--- config.mk ---
export PLATFORM = sky130hd
export DESIGN_NAME = drs_refresh_ctrl
export DESIGN_NICKNAME = d
export VERILOG_FILES = /design/src/drs_pkg.sv /design/src/drs_refresh_ctrl.sv
export VERILOG_INCLUDE_DIRS = /design/src
export SDC_FILE = /design/constraint.sdc
export NUM_CORES = 1
export LEC_CHECK = 0
export BUFFER_PORTS_ARGS = -buffer_cell sky130_fd_sc_hd__clkbuf_2
export CELL_PAD_IN_SITES_DETAIL_PLACEMENT = 1
export CELL_PAD_IN_SITES_GLOBAL_PLACEMENT = 1
export CORE_MARGIN = 3
export CORE_UTILIZATION = 46
export CTS_CLUSTER_DIAMETER = 80
export DETAILED_ROUTE_END_ITERATION = 8
export GPL_ROUTABILITY_DRIVEN = 0
export PLACE_DENSITY = 0.85
export SYNTH_ARGS = -nofsm -noshare
export SYNTH_HDL_FRONTEND = slang
export SYNTH_SLANG_ARGS = --single-unit
--- constraint.sdc ---
create_clock -name ref_clk_i -period 3.5 [get_ports ref_clk_i]
set_input_delay 0.525 -clock ref_clk_i [delete_from_list [all_inputs] [get_ports ref_clk_i]]
set_output_delay 0.525 -clock ref_clk_i [all_outputs]
set_load 0.02 [all_outputs]
--- src/drs_defines.svh ---
`ifndef DRS_DEFINES_SVH
`define DRS_DEFINES_SVH
// Row counter width and refresh timing, in ref_clk_i cycles at 50 MHz
`define DRS_ROW_W 16
`define DRS_CLK_PERIOD_NS 20
`define DRS_TRFC_NS 160
`define DRS_TRFC_CYC ((`DRS_TRFC_NS + `DRS_CLK_PERIOD_NS - 1) / `DRS_CLK_PERIOD_NS)
`define DRS_TCKE_NS 5000
`define DRS_TCKE_CYC (`DRS_TCKE_NS / `DRS_CLK_PERIOD_NS)
`define DRS_SR_TREFI_NS 7800
`define DRS_SR_TREFI_CYC (`DRS_SR_TREFI_NS / `DRS_CLK_PERIOD_NS)
`define DRS_DLL_RESET_NS 10240
`define DRS_DLL_RESET_CYC (`DRS_DLL_RESET_NS / `DRS_CLK_PERIOD_NS)
`define DRS_CNT_W 16
// Synchroniser reset: CKE high, command pins deselected, link clock low
`define DRS_PIN_IDLE 6'h3E
`endif

--- src/drs_pkg.sv ---
`default_nettype none
package drs_pkg;
   typedef enum logic [2:0] {
      DRS_IDLE,
      DRS_REFRESH,
      DRS_SELF_REF,
      DRS_SR_REFRESH
   } drs_state_t;
endpackage : drs_pkg
`default_nettype wire

--- src/drs_refresh_ctrl.sv ---
// What this block does
// - CS, RAS, CAS low and WE high at clock rise starts one refresh cycle.
// - Internal row counter supplies addresses; all banks idle when refresh ends.
// - CS, RAS, CAS, CKE low with WE high enters self-refresh.
// - CKE held low in self-refresh; other controls except reset ignored.
// - With DLL enabled, DLL off on entry, back on with reset at exit.
// - At least one internal refresh within tCKE after entering self-refresh.
`timescale 1ns/1ps
`default_nettype none
`include "drs_defines.svh"
module drs_refresh_ctrl
   import drs_pkg::*;
(
   input wire logic ref_clk_i,                   // System clock, 50 MHz
   input wire logic reset_i,                     // Synchronous reset, active high
   input wire logic ck_i,                        // Memory link clock from controller
   input wire logic cs_n_i,                      // Chip select, active low
   input wire logic ras_n_i,                     // Row strobe, active low
   input wire logic cas_n_i,                     // Column strobe, active low
   input wire logic we_n_i,                      // Write enable, active low
   input wire logic cke_i,                       // Clock enable
   input wire logic dll_en_i,                    // Mode bit: DLL in use
   output logic refresh_busy_o,                  // Refresh cycle running
   output logic self_refresh_o,                  // Device in self-refresh
   output logic [`DRS_ROW_W-1:0] refresh_row_o,  // Row being refreshed
   output logic refresh_pulse_o,                 // One-cycle pulse per refresh
   output logic dll_on_o,                        // DLL running
   output logic dll_reset_o                      // DLL reset in progress
);

   // ==========================================================
   // Pin synchronisers
   // ==========================================================
   // Stage 1 feeds only stage 2; decisions use stages 2 and 3
   logic [5:0] s1_q, s1_d, s2_q, s2_d, s3_q, s3_d;
   logic [5:0] pin_w;
   logic ck_rise_w;
   logic cs_n_w, ras_n_w, cas_n_w, we_n_w, cke_w;
   logic cmd_ref_w, cmd_sre_w, cmd_srx_w;

   assign pin_w = {cke_i, we_n_i, cas_n_i, ras_n_i, cs_n_i, ck_i};

   always_comb begin
      s1_d = pin_w;
      s2_d = s1_q;
      s3_d = s2_q;
   end

   always_ff @(posedge ref_clk_i) begin
      if (reset_i) begin
         s1_q <= `DRS_PIN_IDLE;
         s2_q <= `DRS_PIN_IDLE;
         s3_q <= `DRS_PIN_IDLE;
      end else begin
         s1_q <= s1_d;
         s2_q <= s2_d;
         s3_q <= s3_d;
      end
   end

   // ==========================================================
   // Pin filter
   // ==========================================================
   // A pin counts as changed once stages 2 and 3 agree; a value seen by stage 2
   // alone is never acted on, at the cost of one more cycle of latency
   logic [5:0] flt_q, flt_d;
   logic ref_code_w;

   always_comb begin
      flt_d = (s2_q & s3_q) | (flt_q & (s2_q | s3_q));
   end

   always_ff @(posedge ref_clk_i) begin
      if (reset_i) begin
         flt_q <= `DRS_PIN_IDLE;
      end else begin
         flt_q <= flt_d;
      end
   end

   // Refresh and self-refresh entry share one pin pattern; CKE tells them apart
   function automatic logic drs_is_ref_code(input logic [3:0] pins);
      drs_is_ref_code = (pins == 4'h1);
   endfunction : drs_is_ref_code

   // Link clock edge: second and third stages agree on a new high
   assign ck_rise_w = flt_d[0] & ~flt_q[0];
   assign cs_n_w = flt_d[1];
   assign ras_n_w = flt_d[2];
   assign cas_n_w = flt_d[3];
   assign we_n_w = flt_d[4];
   assign cke_w = flt_d[5];

   // Command bus is sampled only on a link clock rise; setup assumed ahead of it
   assign ref_code_w = drs_is_ref_code({cs_n_w, ras_n_w, cas_n_w, we_n_w});
   assign cmd_ref_w = ck_rise_w & ref_code_w & cke_w;
   assign cmd_sre_w = ck_rise_w & ref_code_w & ~cke_w;
   // In self-refresh the link clock may be stopped, so exit is the CKE level alone
   assign cmd_srx_w = cke_w;

   // ==========================================================
   // Refresh state machine
   // ==========================================================
   drs_state_t state_q, state_d;
   logic [`DRS_CNT_W-1:0] cnt_q, cnt_d;
   logic [`DRS_CNT_W-1:0] sr_tmr_q, sr_tmr_d;
   logic [`DRS_CNT_W-1:0] dll_cnt_q, dll_cnt_d;
   logic [`DRS_ROW_W-1:0] row_q, row_d;
   logic pulse_q, pulse_d;
   logic dll_on_q, dll_on_d;
   logic dll_rst_q, dll_rst_d;

   function automatic logic [`DRS_CNT_W-1:0] drs_dec(input logic [`DRS_CNT_W-1:0] v);
      drs_dec = (v == 16'h0000) ? 16'h0000 : v - 16'h0001;
   endfunction : drs_dec

   // Internal row counter; wraps, as every row is refreshed in turn
   function automatic logic [`DRS_ROW_W-1:0] drs_next_row(input logic [`DRS_ROW_W-1:0] r);
      drs_next_row = r + 16'h0001;
   endfunction : drs_next_row

   always_comb begin
      state_d = state_q;
      cnt_d = drs_dec(cnt_q);
      sr_tmr_d = sr_tmr_q;
      dll_cnt_d = drs_dec(dll_cnt_q);
      row_d = row_q;
      pulse_d = 1'b0;
      dll_on_d = dll_on_q;
      dll_rst_d = dll_rst_q & (dll_cnt_q != 16'h0000);
      case (state_q)
         DRS_IDLE: begin
            if (cmd_ref_w) begin
               // Address bus not looked at; row from internal counter
               state_d = DRS_REFRESH;
               cnt_d = 16'(`DRS_TRFC_CYC);
               row_d = drs_next_row(row_q);
               pulse_d = 1'b1;
            end else if (cmd_sre_w) begin
               state_d = DRS_SELF_REF;
               // First internal refresh starts at once, well within tCKE
               sr_tmr_d = 16'h0000;
               if (dll_en_i) begin
                  dll_on_d = 1'b0;
               end
            end
         end
         DRS_REFRESH: begin
            // Further commands are the controller's to hold off for tRFC
            if (cnt_q == 16'h0000) begin
               state_d = DRS_IDLE;
            end
         end
         DRS_SELF_REF: begin
            sr_tmr_d = drs_dec(sr_tmr_q);
            if (sr_tmr_q == 16'h0000) begin
               state_d = DRS_SR_REFRESH;
               cnt_d = 16'(`DRS_TRFC_CYC);
               row_d = drs_next_row(row_q);
               pulse_d = 1'b1;
            end else if (cmd_srx_w) begin
               state_d = DRS_IDLE;
               if (dll_en_i) begin
                  dll_on_d = 1'b1;
                  dll_rst_d = 1'b1;
                  dll_cnt_d = 16'(`DRS_DLL_RESET_CYC);
               end
            end
         end
         DRS_SR_REFRESH: begin
            // An exit during an internal refresh waits it out; tXS covers this
            if (cnt_q == 16'h0000) begin
               state_d = DRS_SELF_REF;
               sr_tmr_d = 16'(`DRS_SR_TREFI_CYC);
            end
         end
         default: begin
            state_d = DRS_IDLE;
         end
      endcase
   end

   always_ff @(posedge ref_clk_i) begin
      if (reset_i) begin
         state_q <= DRS_IDLE;
         cnt_q <= 16'h0000;
         sr_tmr_q <= 16'h0000;
         dll_cnt_q <= 16'h0000;
         row_q <= 16'h0000;
         pulse_q <= 1'b0;
         dll_on_q <= 1'b1;
         dll_rst_q <= 1'b0;
      end else begin
         state_q <= state_d;
         cnt_q <= cnt_d;
         sr_tmr_q <= sr_tmr_d;
         dll_cnt_q <= dll_cnt_d;
         row_q <= row_d;
         pulse_q <= pulse_d;
         dll_on_q <= dll_on_d;
         dll_rst_q <= dll_rst_d;
      end
   end

   // ==========================================================
   // Outputs
   // ==========================================================
   assign refresh_busy_o = (state_q == DRS_REFRESH) | (state_q == DRS_SR_REFRESH);
   assign self_refresh_o = (state_q == DRS_SELF_REF) | (state_q == DRS_SR_REFRESH);
   assign refresh_row_o = row_q;
   assign refresh_pulse_o = pulse_q;
   assign dll_on_o = dll_on_q;
   assign dll_reset_o = dll_rst_q;

endmodule : drs_refresh_ctrl
`default_nettype wire

==> results of run 1 <==
## final timing paths
path                      endpoint  cells after the start
setup / recovery  refresh_row_o[5]                      7
hold / removal             s1_q[2]                      2
setup reg to reg  refresh_row_o[5]                      7
hold reg to reg            s2_q[2]                      1
## routing by layer
| layer | vias up | routed length (µm) | global-route usage (%) |
|---|---|---|---|
| met1 | 1828 | 4580 | 25.0 |
| met2 | 51 | 5390 | 35.7 |
| met4 | 0 | 129 | 6.77 |
| li1 | 1818 | - | - |
| met3 | 13 | 353 | 4.40 |
| met5 | - | 0 | 0 |
## cells in the final DEF (no fill, tap or decap), drive strengths merged, types with 3 or more instances in the layout
master / count
nor2: 68
or4: 13
or3: 4
nor2b: 19
a21oi: 32
o32ai: 5
nand3: 16
clkbuf: 38
nand2: 27
nor3b: 3
o21bai: 4
xnor2: 12
and4: 4
o21ai: 14
nand4: 10
inv: 14
xor2: 12
buf: 4
o31ai: 4
nand2b: 3
nor4: 12
or2: 19
a31oi: 5
o22ai: 9
mux2: 15
nand3b: 5
nor3: 10
dfxtp: 93
a211oi: 11
and2: 4
ha: 5
## synthesized netlist by cell type (12+ instances only)
cell type  number  area (µm²)
xnor2_1        12         105
nand3_1        15        75.1
or4_1          12        90.1
clkbuf_1       20        75.1
nand2_1        27         101
nor2_1         68         255
dfxtp_1        93        1860
o21ai_0        14        70.1
or2_2          19         119
nor2b_1        19         119
xor2_1         12         105
a21oi_1        31         155
## worst max-delay path: stages, from the launching register on
cell and delay, ps:
dfxtp_1 340, inv_1 90, ha_1 220, nor3b_1 500, nand4b_1 360, or4_1 570
o31ai_1 100, mux2_2 370
## cell type report
cell class / instances / area, µm² / share of cell area (%)
clock inverters: 7 / 66.3 / 1.40
repair buffers: 33 / 175 / 3.71
well taps: 108 / 135 / 2.86
clock buffers: 9 / 124 / 2.62
multi-input cells: 368 / 2330 / 49.2
inverters: 10 / 37.5 / 0.794
flip-flops and latches: 93 / 1860 / 39.4
## registers in the layout (all words and copies together) (netlist names)
register,cells
cnt_q,16
dll_cnt_q,16
dll_on_o,1
dll_reset_o,1
flt_q,6
refresh_pulse_o,1
refresh_row_o,16
s1_q,6
s2_q,6
s3_q,6
sr_tmr_q,16
state_q,2
## cell families after synthesis
family / count (synthesis) / share of synthesized area [%]
AO/OA/AOI/OAI: 97 / 14.8
XOR/XNOR: 24 / 4.86
adder cells (fa/ha/maj): 6 / 1.68
buffers and inverters: 34 / 3.15
flip-flops: 93 / 43.1
multiplexers: 15 / 3.91
AND/OR/NAND/NOR: 226 / 28.6
## power breakdown
part / switching, µW / leakage (µW) / internal (µW)
logic: 438 / 0.000964 / 345
clock network: 426 / 0.0000953 / 276
registers: 141 / 0.000758 / 1210
## through the flow
stage	hold WS, ps	worst slack [ps]
global placement	396	1030
CTS	319	866
finish	334	861
floorplan	389	1060
global route	319	597
detailed placement	398	915
==> flow_summary_export.csv, run 1 <==
group,metric,value,unit
status,status,"finished, final reports clean",
routing,route.vias.total,3710,
finish,area_delta_synth_final,9.29,%
worst_setup_path,crit_type,"reg -> reg",
routing,drt_wl_total,10500,µm
worst_setup_path,critPathCaptureType,"register",
finish,drive_above_1_share,16.9,%
finish,stdcell_count,628,
placement,io_buffer_count,29,
pwr,leakagePower,0.00182,µW
routing,via_per_inst,5.91,
cts,cts_buffer_depth,2,
job,cap_violations,0,
worst_setup_path,regToRegStartpoint,"sr_tmr_q[0]",
timing,relSlewSlack,41.2,%
global_routing,grt-ovfl-total,0,
global_routing,grt_usage,20.5,%
worst_setup_path,rrSetupSlack,860,ps
routing,wl_per_cell,16.6,µm
hold_path,holdCritStartpoint,"ras_n_i",
finish,stdcell_area,0.00473,mm²
timing,max_slew.worst_pin.slew,874,ps
timing,slew_violations,0,
routing,first_pass_iters,4,
synth,ys_seq_area_share,43.1,%
floorplan,num_rows,34,
cts,cts_resized,0,
global_routing,grt_max_degree,50,
worst_setup_path,start_kind,"register",
finish,final_core_util,52.9,%
finish,fill_cells,1062,
cts,path_clk_slew,100,ps
cts,htreeDepth,3,
routing,drtAntennaViolNets,0,
placement,dpl.cell_count,612,
cts,cts_setup_buffers,0,
cts,clk_latency,370,ps
worst_setup_path,worstPathMaxFanout,5,
hold_path,hold_class,"in -> reg",
placement,hpwl,7130,µm
finish,fin_nets,529,
timing,fmax,0.379,GHz
timing,min_period,2640,ps
timing,report.final.hold_viol_count,0,
finish,diodes,0,
timing,setup_violations,0,
synth,yosysWarnings,0,
synth,synth_edf_count,0,
pwr,peakVddDrop,0.000292,V
floorplan,coreArea,0.00893,mm²
cts,cts_buffers,9,
cts,root_buffer,"clkbuf_8",
global_routing,grt_pass1_wl,17500,µm
cts,cts_tree,"done",
synth,syn_nets,509,
global_routing,antenna_found_initial,0,
synth,ys_seq_elements,93,
floorplan,die_w,103,µm
timing,final.period_utilization,75.4,%
synth,post_synth_num_cell_types,56,
pwr,powerDensity,601,mW/mm²
timing,fin_worst_skew,12.5,ps
pwr,power.total,2840,µW
worst_setup_path,crit_start,"sr_tmr_q[0]",
synth,syn_area,0.00432,mm²
floorplan,initial_core_util,48.4,%
global_routing,grt_pass1_vias,3755,
timing,rsz0062_at_grt,"no",
synth,synth_cells,495,
floorplan,dieArea,0.0106,mm²
synth,synth_ff_type,"dfxtp_1",
routing,drc_errors,0,
floorplan,io_pins,30,
floorplan,die_y,103,µm
timing,setup_tns,0,ps
worst_setup_path,cp_data_arrival_time,2900,ps
cts,cts.sinks,93,
routing,drt_iter0_drc,126,
worst_setup_path,cp.required,3760,ps
cts,postCtsHoldBufs,0,
placement,dpl_cell_area,0.00454,mm²
synth,async_flop_share,0,%
synth,avgSynthCellArea,8.74,µm²
Power figures use the tool's default switching activity.
==> run 2: changes to the inputs <==
Clock period 3.5 ns to 2.6 ns, I/O delays scaled along.
==> flow_summary_export.csv, run 2 (synthesis results as in run 1) <==
group,metric,value,unit
timing,relSlewSlack,45.8,%
worst_setup_path,critPathCaptureType,"register",
pwr,peakVddDrop,0.000470,V
global_routing,antenna_found_initial,0,
timing,setup_tns,0,ps
worst_setup_path,crit_buf_inv,1,
finish,final_cell_mix,"dfxtp_1 (93), nor2_1 (68), a21oi_1 (31)",
worst_setup_path,start_kind,"register",
cts,cts_tree,"done",
timing,final.period_utilization,95.4,%
cts,clk_latency,370,ps
placement,hpwl,7410,µm
cts,postCtsHoldBufs,0,
finish,fin_nets,536,
timing,slew_violations,0,
finish,drive_above_1_share,17.8,%
placement,io_buffer_count,29,
global_routing,grt_max_degree,63,
worst_setup_path,slowest_delay,500,ps
worst_setup_path,crit_type,"reg -> reg",
hold_path,min_path_cells,2,
timing,min_period,2480,ps
status,status,"finished, final reports clean",
timing,fin_worst_skew,12.8,ps
floorplan,initial_core_util,48.4,%
timing,rsz0062_at_grt,"no",
placement,dpl.cell_count,617,
worst_setup_path,r2r-end,"refresh_row_o[6]",
floorplan,die_y,103,µm
worst_setup_path,path_cells,"inv_1 -> ha_1 -> or3b_2 -> nor4b_4 -> nand3_4 -> o32ai_2 -> mux2_1",
pwr,powerDensity,802,mW/mm²
worst_setup_path,reg2reg_depth,7,
floorplan,die_w,103,µm
floorplan,dieArea,0.0106,mm²
pwr,leakagePower,0.00186,µW
routing,route.vias.total,3755,
pwr,internal-power,2540,µW
job,cap_violations,0,
finish,area_delta_synth_final,10.8,%
global_routing,grt_pass1_vias,3893,
worst_setup_path,worstPathMaxFanout,13,
global_routing,grt-ovfl-total,0,
cts,path_clk_slew,100,ps
routing,wl_per_cell,17.2,µm
worst_setup_path,cp.required,2860,ps
worst_setup_path,regToRegStartpoint,"sr_tmr_q[0]",
timing,fmax,0.403,GHz
finish,stdcell_count,635,
cts,cts_buffer_depth,2,
pwr,comb_power_share,27.5,%
floorplan,num_rows,34,
routing,drt_wl_total,10900,µm
worst_setup_path,crit_slowest_cell,"or3b_2",
timing,max_slew.worst_pin.slew,813,ps
cts,cts_resized,0,
hold_path,hold_class,"in -> reg",
pwr,swShare,33.9,%
routing,first_pass_iters,4,
timing,setup_violations,0,
cts,cts_setup_buffers,0,
floorplan,io_pins,30,
cts,cts.sinks,93,
global_routing,grt_usage,21.8,%
worst_setup_path,rrSetupSlack,120,ps
pwr,seq_power_share,47.4,%
floorplan,coreArea,0.00893,mm²
pwr,pwr-share-clk,25.0,%
global_routing,grt_pass1_wl,18400,µm
routing,drtAntennaViolNets,0,
worst_setup_path,cp_data_arrival_time,2740,ps
pwr,switchingPower,1300,µW
routing,via_per_inst,5.91,
routing,drt_iter0_drc,183,
hold_path,holdCritStartpoint,"cs_n_i",
worst_setup_path,path_delay_family,"simple AND/OR/NAND/NOR gates",
finish,layout_commonest_cell,"dfxtp_1",
timing,report.final.hold_viol_count,0,
cts,htreeDepth,3,
finish,diodes,0,
cts,cts_buffers,9,
hold_path,whs_endpoint,"s1_q[1]",
cts,root_buffer,"clkbuf_8",
routing,drc_errors,0,
-- run 2: cell count changes in the layout (fill, tap and decap cells not counted), sizes merged --
| cell | previous run | this run |
|---|---|---|
| buf | 4 | 11 |
| bufinv | 0 | 1 |
| clkbuf | 38 | 39 |
| clkinv | 2 | 3 |
| inv | 14 | 11 |
-- run 2: how the worst max path moves through the flow --
stage	startpoint	endpoint	slack, ps	cells past startpoint
after floorplan	sr_tmr_q[0]	refresh_row_o[2]	160	8
after global placement	sr_tmr_q[0]	refresh_row_o[11]	240	7
after detailed placement	sr_tmr_q[1]	refresh_row_o[11]	170	7
after CTS	sr_tmr_q[0]	refresh_row_o[6]	100	7
after global routing	sr_tmr_q[0]	refresh_row_o[6]	5	7
final	sr_tmr_q[0]	refresh_row_o[6]	120	7
-- run 2: layer usage --
metal	track usage (%)	up-vias	wire [µm]
li1	-	1825	-
met1	26.7	1857	4820
met2	38.8	62	5710
met3	3.86	11	296
met4	6.87	0	123
met5	0	-	0
-- run 2: power groups by stage --
| stage | Clock (µW) | Sequential (µW) | Combinational (µW) |
|---|---|---|---|
| floorplan | 0 | 1800 | 885 |
| global placement | 0 | 1840 | 1010 |
| detailed placement | 0 | 1850 | 1070 |
| CTS | 981 | 1820 | 1080 |
| global route | 1050 | 1860 | 1220 |
| finish | 961 | 1820 | 1060 |
-- run 2: area by class of cell --
| cell class | count | area (µm²) |
|---|---|---|
| timing repair buffer | 40 | 240 |
| clock buffer | 10 | 128 |
| sequential | 93 | 1860 |
| fill | 1067 | 4140 |
| clock inverter | 6 | 61.3 |
| inverter | 10 | 37.5 |
| tap | 108 | 135 |
| multi-input combinational | 368 | 2330 |
-- run 2: metrics by stage --
step | utilization (%) | worst slack, ps | cell area [µm²] | power, µW | hold WS [ps]
CTS | 53.4 | 103 | 4770 | 3880 | 192
floorplan | - | 160 | 4320 | 2690 | 389
finish | 53.6 | 119 | 4790 | 3840 | 201
detailed placement | 51.3 | 168 | 4590 | 2920 | 403
global placement | 51.3 | 242 | 4590 | 2840 | 391
global route | 53.6 | 5.40 | 4790 | 4140 | 186
-- run 2: worst reg2reg max path, delay by kind of cell, from the launching register on --
family                   cells  cell delay (ps)
AND/OR/NAND/NOR              3             1040
flip-flops                   1              340
adder cells (fa/ha/maj)      1              200
AO/OA/AOI/OAI                1              360
buffers and inverters        1               80
multiplexers                 1              360
